<file path="config.mk">
export PLATFORM = sky130hd
export DESIGN_NAME = radio_cmd
export DESIGN_NICKNAME = d
export VERILOG_FILES = /design/src/rtl/radio_cmd_pkg.sv /design/src/rtl/radio_cmd.sv
export SDC_FILE = /design/constraint.sdc
export NUM_CORES = 1
export LEC_CHECK = 0
export BUFFER_PORTS_ARGS = -buffer_cell sky130_fd_sc_hd__buf_2
export CAP_MARGIN = 20
export CORE_MARGIN = 1
export CORE_UTILIZATION = 40
export DETAILED_ROUTE_END_ITERATION = 6
export GPL_ROUTABILITY_DRIVEN = 1
export PLACE_DENSITY = 0.74
export SLEW_MARGIN = 25
export SYNTH_ARGS = -nofsm -noshare
export SYNTH_HDL_FRONTEND = slang
export SYNTH_SLANG_ARGS = --single-unit
</file>
<file path="constraint.sdc">
create_clock -name clk -period 5.1 [get_ports clk]
set_input_delay 1.02 -clock clk [delete_from_list [all_inputs] [get_ports clk]]
set_output_delay 1.02 -clock clk [all_outputs]
set_load 0.005 [all_outputs]
</file>
<file path="src/rtl/radio_cmd_pkg.sv">
// Package: command codes, register map, reset defaults and radio lookup figures
package radio_cmd_pkg;
  // Command bytes and the ready prompt
  localparam logic [7:0] CMD_CHANNEL  = 8'h43;
  localparam logic [7:0] CMD_POWER    = 8'h50;
  localparam logic [7:0] CMD_STRENGTH = 8'h53;
  localparam logic [7:0] CMD_TEMP     = 8'h55;
  localparam logic [7:0] CMD_VOLT     = 8'h56;
  localparam logic [7:0] CMD_EXIT     = 8'h58;
  localparam logic [7:0] PROMPT_CHAR  = 8'h3e;

  // Register word offsets (Avalon word address)
  localparam logic [1:0] REG_DEFAULTS = 2'h0;
  localparam logic [1:0] REG_CONTROL  = 2'h1;
  localparam logic [1:0] REG_STATUS   = 2'h2;
  localparam logic [1:0] REG_PACKET   = 2'h3;

  // Field positions
  localparam int F_CHANNEL = 0;   // 8 bits
  localparam int F_POWER   = 8;   // 3 bits
  localparam int F_RATE    = 12;  // 3 bits
  localparam int F_APPEND  = 16;  // 1 bit in defaults
  localparam int F_MODE    = 16;  // 3 bits in status
  localparam int F_RELOAD  = 0;   // control write strobe

  // Reset values of the stored defaults
  localparam logic [7:0] RST_CHANNEL = 8'h01;
  localparam logic [2:0] RST_POWER   = 3'h5;
  localparam logic [2:0] RST_RATE    = 3'h3;
  localparam logic       RST_APPEND  = 1'b0;

  // Power index and air rate code limits
  localparam logic [2:0] POWER_MAX = 3'h5;
  localparam logic [2:0] RATE_MAX  = 3'h6;

  // Carrier table figures in kHz
  localparam logic [19:0] F433_BASE = 20'h69bcc;
  localparam logic [19:0] F433_STEP = 20'h00064;
  localparam logic [19:0] F865_BASE = 20'hd334c;
  localparam logic [19:0] F865_STEP = 20'h000c8;
  localparam logic [19:0] F868_BASE = 20'hd3ed2;
  localparam logic [19:0] F868_C13  = 20'hd4495;
  localparam logic [19:0] F868_C14  = 20'hd4576;
  localparam logic [19:0] F868_C15  = 20'hd45da;
  localparam logic [19:0] F902_BASE = 20'hdc370;
  localparam logic [19:0] F902_STEP = 20'h001f4;

  typedef enum logic [2:0] {
    MODE_NORMAL = 3'b000,
    MODE_PROMPT = 3'b001,
    MODE_CMD    = 3'b010,
    MODE_ARG    = 3'b011,
    MODE_RESULT = 3'b100
  } mode_e;
endpackage

</file>
<file path="src/rtl/radio_cmd.sv">
// Radio setting and monitor query command interpreter with Avalon-MM slave
//
// The address map and the Avalon-MM register port were left to the implementer.
`timescale 1ns/1ns

module radio_cmd
  import radio_cmd_pkg::*;
#(
  parameter int unsigned VARIANT = 0  // 0:433, 1:865, 2:868, 3:902 band
) (
  input  wire logic        clk,              // System clock
  input  wire logic        rst_n,            // Async reset, active low
  input  wire logic [1:0]  avs_address,      // Word address
  input  wire logic        avs_read,         // Read request
  input  wire logic        avs_write,        // Write request
  input  wire logic [31:0] avs_writedata,    // Write data
  output logic      [31:0] avs_readdata,     // Read data
  output logic             avs_waitrequest,  // Stall
  input  wire logic        config_req_n,     // Command mode request, active low
  input  wire logic [7:0]  rx_data,          // Byte from host UART
  input  wire logic        rx_valid,         // One-cycle strobe with rx_data
  output logic      [7:0]  tx_data,          // Byte to host UART
  output logic             tx_valid,         // Byte offered
  input  wire logic        tx_ready,         // UART takes byte
  input  wire logic [7:0]  strength_in,      // Live signal strength code
  input  wire logic [7:0]  temp_in,          // Live temperature code
  input  wire logic [7:0]  volt_in,          // Live supply code
  input  wire logic        packet_end,       // Pulse at end of a received packet
  output logic      [7:0]  packet_strength,  // Strength captured for last packet
  output logic             append_strength,  // Append strength to received messages
  output logic      [7:0]  active_channel,   // Active channel index
  output logic      [2:0]  active_power,     // Active power index
  output logic      [2:0]  active_rate,      // Active air rate code
  output logic      [19:0] carrier_khz,      // Carrier frequency in kHz
  output logic      [7:0]  power_dbm,        // Nominal output level, signed dBm
  output logic      [16:0] rate_bps,         // Air rate in bit/s
  output logic             command_mode      // High outside normal operation
);

  localparam logic [7:0] NUM_CHANNELS = (VARIANT == 0) ? 8'h11 :
                                        (VARIANT == 3) ? 8'h32 : 8'h0f;

  // Refuse variants the tables do not cover
  if (VARIANT > 3) begin : bad_variant
    $error("VARIANT must be 0 to 3");
  end

  typedef struct packed {
    mode_e       mode;
    logic [7:0]  cmd;
    logic [7:0]  result;
    logic [7:0]  channel;
    logic [2:0]  power;
    logic [2:0]  rate;
    logic [7:0]  st_channel;
    logic [2:0]  st_power;
    logic [2:0]  st_rate;
    logic        st_append;
    logic        reload;
    logic        bus_ack;
    logic [31:0] rdata;
    logic [7:0]  tx_data;
    logic        tx_valid;
    logic [7:0]  pkt_strength;
    logic [19:0] freq;
    logic [7:0]  dbm;
    logic [16:0] bps;
  } state_s;

  state_s     q;
  state_s     next_q;
  logic [1:0] rst_pipe;
  logic       rst_sync_n;

  // Carrier frequency of a channel index for this variant
  function automatic logic [19:0] chan_freq(input logic [7:0] ch);
    logic [19:0] n;
    n = {12'h000, ch} - 20'h00001;
    unique case (VARIANT)
      0: chan_freq = 20'(F433_BASE + 20'(n * F433_STEP));
      1: chan_freq = 20'(F865_BASE + 20'(n * F865_STEP));
      2: begin
        if (ch == 8'h0d) chan_freq = F868_C13;
        else if (ch == 8'h0e) chan_freq = F868_C14;
        else if (ch == 8'h0f) chan_freq = F868_C15;
        else chan_freq = 20'(F868_BASE + 20'(n * F433_STEP));
      end
      default: chan_freq = 20'(F902_BASE + 20'({12'h000, ch} * F902_STEP));
    endcase
  endfunction

  // Nominal level of a power index, two's complement dBm
  function automatic logic [7:0] idx_dbm(input logic [2:0] p);
    unique case (p)
      3'h1: idx_dbm = 8'hec;
      3'h2: idx_dbm = 8'hf6;
      3'h3: idx_dbm = 8'h00;
      3'h4: idx_dbm = 8'h05;
      3'h5: idx_dbm = (VARIANT == 2) ? 8'h09 : 8'h0a;
      default: idx_dbm = 8'h00;
    endcase
  endfunction

  // Bit rate of an air rate code; reserved codes give zero
  function automatic logic [16:0] code_bps(input logic [2:0] r);
    unique case (r)
      3'h1: code_bps = 17'h004b0;
      3'h2: code_bps = 17'h012c0;
      3'h3: code_bps = 17'h04a38;
      3'h4: code_bps = 17'h08000;
      3'h5: code_bps = 17'h12c00;
      3'h6: code_bps = 17'h186a0;
      default: code_bps = 17'h00000;
    endcase
  endfunction

  function automatic logic chan_ok(input logic [7:0] ch);
    chan_ok = (ch != 8'h00) && (ch <= NUM_CHANNELS);
  endfunction

  function automatic logic power_ok(input logic [2:0] p);
    power_ok = (p != 3'h0) && (p <= POWER_MAX);
  endfunction

  // Reset release through two flops; the first is read only by the second
  always_ff @(posedge clk or negedge rst_n) begin
    if (!rst_n) rst_pipe <= 2'b00;
    else rst_pipe <= {rst_pipe[0], 1'b1};
  end
  assign rst_sync_n = rst_pipe[1];

  logic bus_req;
  logic bus_go;
  assign bus_req = avs_read | avs_write;
  assign bus_go  = bus_req & q.bus_ack;

  // Next-state logic for bus, command sequencer and radio settings
  always_comb begin
    next_q = q;
    // One wait cycle per access; read data is latched during the wait
    next_q.bus_ack = bus_req & ~q.bus_ack;
    if (bus_req && !q.bus_ack) begin
      unique case (avs_address)
        REG_DEFAULTS: next_q.rdata = 32'({q.st_append, 1'b0, q.st_rate, 1'b0,
                                          q.st_power, q.st_channel});
        REG_STATUS:   next_q.rdata = 32'({q.mode, 1'b0, q.rate, 1'b0, q.power, q.channel});
        REG_PACKET:   next_q.rdata = 32'(q.pkt_strength);
        default:      next_q.rdata = 32'h00000000;
      endcase
    end
    // Bus writes touch the stored set and the reload flag only; commands never do
    if (bus_go && avs_write) begin
      if (avs_address == REG_DEFAULTS) begin
        next_q.st_channel = avs_writedata[F_CHANNEL +: 8];
        next_q.st_power   = avs_writedata[F_POWER +: 3];
        next_q.st_rate    = avs_writedata[F_RATE +: 3];
        next_q.st_append  = avs_writedata[F_APPEND];
      end
      if (avs_address == REG_CONTROL && avs_writedata[F_RELOAD]) next_q.reload = 1'b1;
    end
    // Load active set from the stored set; invalid stored values keep the old one
    if (q.reload) begin
      next_q.reload = 1'b0;
      if (chan_ok(q.st_channel)) next_q.channel = q.st_channel;
      if (power_ok(q.st_power)) next_q.power = q.st_power;
      if (q.st_rate != 3'h0 && q.st_rate <= RATE_MAX) next_q.rate = q.st_rate;
    end
    // Packet strength is caught at packet end when appending is on
    if (packet_end && q.st_append) next_q.pkt_strength = strength_in;
    // Registered lookups of the active settings
    next_q.freq = chan_freq(q.channel);
    next_q.dbm  = idx_dbm(q.power);
    next_q.bps  = code_bps(q.rate);
    // Command sequencer; rx bytes outside CMD and ARG are ignored
    unique case (q.mode)
      MODE_NORMAL: begin
        if (!config_req_n) next_q.mode = MODE_PROMPT;
      end
      MODE_PROMPT, MODE_RESULT: begin
        if (q.tx_valid && tx_ready) begin
          next_q.tx_valid = 1'b0;
          // Prompt follows the result byte directly
          next_q.mode = (q.mode == MODE_RESULT) ? MODE_PROMPT : MODE_CMD;
        end else if (!q.tx_valid) begin
          next_q.tx_valid = 1'b1;
          next_q.tx_data  = (q.mode == MODE_RESULT) ? q.result : PROMPT_CHAR;
        end
      end
      MODE_CMD: begin
        if (rx_valid) begin
          next_q.cmd  = rx_data;
          next_q.mode = MODE_PROMPT;  // Unknown codes are dropped and reprompted
          unique case (rx_data)
            CMD_CHANNEL, CMD_POWER: next_q.mode = MODE_ARG;
            CMD_STRENGTH: begin
              next_q.result = strength_in;
              next_q.mode   = MODE_RESULT;
            end
            CMD_TEMP: begin
              next_q.result = temp_in;
              next_q.mode   = MODE_RESULT;
            end
            CMD_VOLT: begin
              next_q.result = volt_in;
              next_q.mode   = MODE_RESULT;
            end
            // Exit only once the request pin is released; no prompt after it
            CMD_EXIT: if (config_req_n) next_q.mode = MODE_NORMAL;
            default: next_q.mode = MODE_PROMPT;
          endcase
        end
      end
      MODE_ARG: begin
        if (rx_valid) begin
          // Out-of-range arguments are dropped but still reprompted
          if (q.cmd == CMD_CHANNEL && chan_ok(rx_data)) next_q.channel = rx_data;
          if (q.cmd == CMD_POWER && rx_data[7:3] == 5'h00 && power_ok(rx_data[2:0]))
            next_q.power = rx_data[2:0];
          next_q.mode = MODE_PROMPT;
        end
      end
      default: next_q.mode = MODE_NORMAL;
    endcase
  end

  // State register; reset values equal the stored defaults, and a reload follows release
  always_ff @(posedge clk or negedge rst_sync_n) begin
    if (!rst_sync_n) begin
      q            <= '0;
      q.mode       <= MODE_NORMAL;
      q.channel    <= RST_CHANNEL;
      q.power      <= RST_POWER;
      q.rate       <= RST_RATE;
      q.st_channel <= RST_CHANNEL;
      q.st_power   <= RST_POWER;
      q.st_rate    <= RST_RATE;
      q.st_append  <= RST_APPEND;
      q.reload     <= 1'b1;
    end else begin
      q <= next_q;
    end
  end

  // Outputs
  assign avs_waitrequest = bus_req & ~q.bus_ack;
  assign avs_readdata    = q.rdata;
  assign tx_data         = q.tx_data;
  assign tx_valid        = q.tx_valid;
  assign packet_strength = q.pkt_strength;
  assign append_strength = q.st_append;
  assign active_channel  = q.channel;
  assign active_power    = q.power;
  assign active_rate     = q.rate;
  assign carrier_khz     = q.freq;
  assign power_dbm       = q.dbm;
  assign rate_bps        = q.bps;
  assign command_mode    = (q.mode != MODE_NORMAL);
endmodule // radio_cmd

</file>
==> results.json <==
{
  "violations": "design-rule violations",
  "cp-startpoint": "active_channel[1]",
  "dpl_cell_area_sq_um": 7645,
  "antenna_left": 0,
  "grt_pass1_wl_um": 25860,
  "syn_to_final_growth_pct": 11.99,
  "die_y_um": 138.1,
  "max_freq_mhz": 206.8,
  "whs_ns": 0.2593,
  "dr.pass1.iters": 7,
  "yosysMostFrequentCell": "dfrtp_1",
  "hold_class": "reg2async",
  "tightest_slew_ns": 0.7520,
  "reg2reg_depth": 18,
  "viasPerCell": 5.080,
  "globalplace.congestion": 0.8081,
  "clock_path_buffers": 2,
  "synthDistinctLibCells": 68,
  "grt_use_total_pct": 17.19,
  "synth.area.top_cells": "dfrtp_1, buf_4, mux2_2",
  "cts_setup_buffers": 0,
  "ctsResizeCount": 0,
  "pin_count": 185,
  "postLayoutCellArea_sq_um": 8299,
  "finalNonFillerCells": 1044,
  "wl_per_cell_um": 15.19,
  "final_nets": 915,
  "io_buffer_count": 146,
  "synth_edf_count": 0,
  "final_layout_size_suffix_gt1_share_pct": 31.82,
  "crit_type": "reg2reg",
  "cp_data_arrival_time_ns": 5.16,
  "cp.required_ns": 5.43,
  "hold_violations": 0,
  "synth_warnings": 0,
  "ctsHoldBuffers": 0,
  "comb_power_share_pct": 52.9,
  "reg2reg_to": "carrier_khz[18]",
  "intPower_mw": 3.475,
  "tritoncts": "built",
  "min_period_ns": 4.834,
  "first_iter_violations": 297,
  "dr_total_vias": 5303,
  "cts-root-buf": "clkbuf_16",
  "seqPwrFrac_pct": 25.6,
  "rrSetupSlack_ns": 0.27,
  "relSlewSlack_pct": 49.68,
  "grt_pass1_vias": 5130,
  "start_kind": "register",
  "switchingPower_mw": 2.290,
  "antenna_found_initial": 1,
  "setup.worst_path.end": "carrier_khz[18]",
  "setup_viol": 0,
  "synthCells": 738,
  "end_kind": "register",
  "die-area_sq_um": 19080,
  "htree_num_levels": 4,
  "drc": 40,
  "p_clk_share_pct": 21.5,
  "netlist_area_sq_um": 7411,
  "path_clk_slew_ns": 0.07,
  "start_util_pct": 40.98,
  "wirelength_um": 15860,
  "synth_top_cells_by_count": "dfrtp_1, buf_4, nand2_1",
  "place_inst": 1010,
  "clock-sinks": 121,
  "synth_top_area_share_pct": 37.14,
  "yosysSeqAreaShare_pct": 41.04,
  "leakage_nw": 4.142,
  "p_per_area_nw_per_um2": 694.6,
  "die_w_um": 138.1,
  "switching_share_pct": 39.72,
  "insertion_delay_ns": 0.42,
  "run_status": "complete, but fails checks",
  "pre_cts_ws_ns": 0.2550,
  "dp_hpwl_um": 11650,
  "grt_max_degree": 69,
  "setup_ws_ns": 0.2655,
  "gr-total-overflow": 0,
  "syn_area_per_cell_sq_um": 10.04,
  "rsz0062_at_grt": "true",
  "synth_ff_type": "dfrtp_1",
  "ys_seq_elements": 121,
  "r2r-start": "active_channel[1]",
  "critPathMaxFanout": 7,
  "synth_top_cell_by_area": "dfrtp_1",
  "numCtsBuffers": 17,
  "rows": 49,
  "design.core.area_sq_um": 18090,
  "async_flop_share_pct": 100.0,
  "vdd_drop_max_mv": 0.4132,
  "slew_viol_final": 0,
  "max_cap_viol_count": 0,
  "fin_crit_sh_pct": 94.79,
  "nFillCells": 1671,
  "fin_skew_ns": 0.01530
}
power by group through the flow:
stage               Clock [mW]  Sequential (mW)  Combinational [mW]
finish                    1.24             1.48                3.05
CTS                       1.27             1.48                3.05
floorplan                    0             1.42                2.62
detailed placement           0             1.50                3.01
global placement             0             1.49                2.95
global route              1.32             1.52                3.48
area by class of cell:
| cell class | count | area (sq um) | area share [%] |
|---|---|---|---|
| Antenna cell | 1 | 2.502 | 0.03015 |
| Clock buffer | 17 | 425.4 | 5.126 |
| Clock inverter | 15 | 186.4 | 2.246 |
| Inverter | 43 | 161.4 | 1.945 |
| Multi-Input combinational cell | 462 | 3364 | 40.54 |
| Sequential cell | 121 | 3047 | 36.71 |
| Tap cell | 229 | 286.5 | 3.452 |
| Timing Repair Buffer | 156 | 825.8 | 9.950 |
cell usage in the layout (no fill, tap or decap), types with 19 or more instances in the layout:
master,count
nor2_1,35
xnor2_1,19
dfrtp_1,108
mux2_2,38
inv_1,43
ha_1,32
o21ai_0,39
conb_1,22
a21oi_1,33
nand2_1,58
buf_2,146
critical path: stages (launching register included):
cell and delay (ns):
dfrtp_1 0.40, inv_1 0.18, ha_1 0.25, or4b_4 0.50, nor2_1 0.18, xor2_2 0.22
ha_1 0.27, ha_1 0.28, inv_1 0.05, fa_1 0.49, inv_1 0.04, ha_1 0.36
nand2b_1 0.19, or3_2 0.42, nand3_1 0.18, a31oi_1 0.09, nor2b_1 0.19, o2111a_1 0.26
a211oi_2 0.18
worst min path at each step:
| stage | start | end | slack (ns) |
|---|---|---|---|
| detailed placement | rst_pipe[0] | rst_pipe[1] | 0.34 |
| CTS | rst_n | rst_pipe[1] | 0.36 |
| floorplan | rst_pipe[0] | rst_pipe[1] | 0.33 |
| global route | rst_pipe[1] | carrier_khz[4] | 0.30 |
| finish | rst_pipe[1] | carrier_khz[4] | 0.26 |
| global placement | rst_pipe[0] | rst_pipe[1] | 0.34 |
stage by stage:
step | TNS (ns) | util, % | power [mW]
floorplan | 0 | - | 4.044
global placement | 0 | 42.27 | 4.445
detailed placement | 0 | 42.27 | 4.510
CTS | 0 | 45.65 | 5.804
global route | -0.01164 | 45.87 | 6.313
finish | 0 | 45.89 | 5.765
cells by family after synthesis:
kind of cell               Yosys count  synth area share (%)
buffers and inverters              175                 14.77
xor gates and xnor gates            31                 3.866
other                                2                0.1013
muxes                               55                 8.070
AOI/OAI and AO/OA                  148                 13.37
DFF                                121                 41.04
and+or+nand+nor                    166                 11.21
adders and majority gates           40                 7.564
sequential cells by signal, summed over array words and instances, names as in the netlist:
signal	flops
q	35
carrier_khz	18
avs_readdata	17
rate_bps	11
active_channel	8
packet_strength	8
tx_data	8
power_dbm	6
active_power	3
active_rate	3
rst_pipe	2
append_strength	1
tx_valid	1
routing by layer:
metal,GRT usage [%],up-vias,wire length (um)
met5,0,-,0
met4,6.091,0,259
met3,4.676,22,1060
met2,27.39,173,7402
met1,22.48,2563,7133
li1,-,2545,-
(Power assumes the default switching activity.)
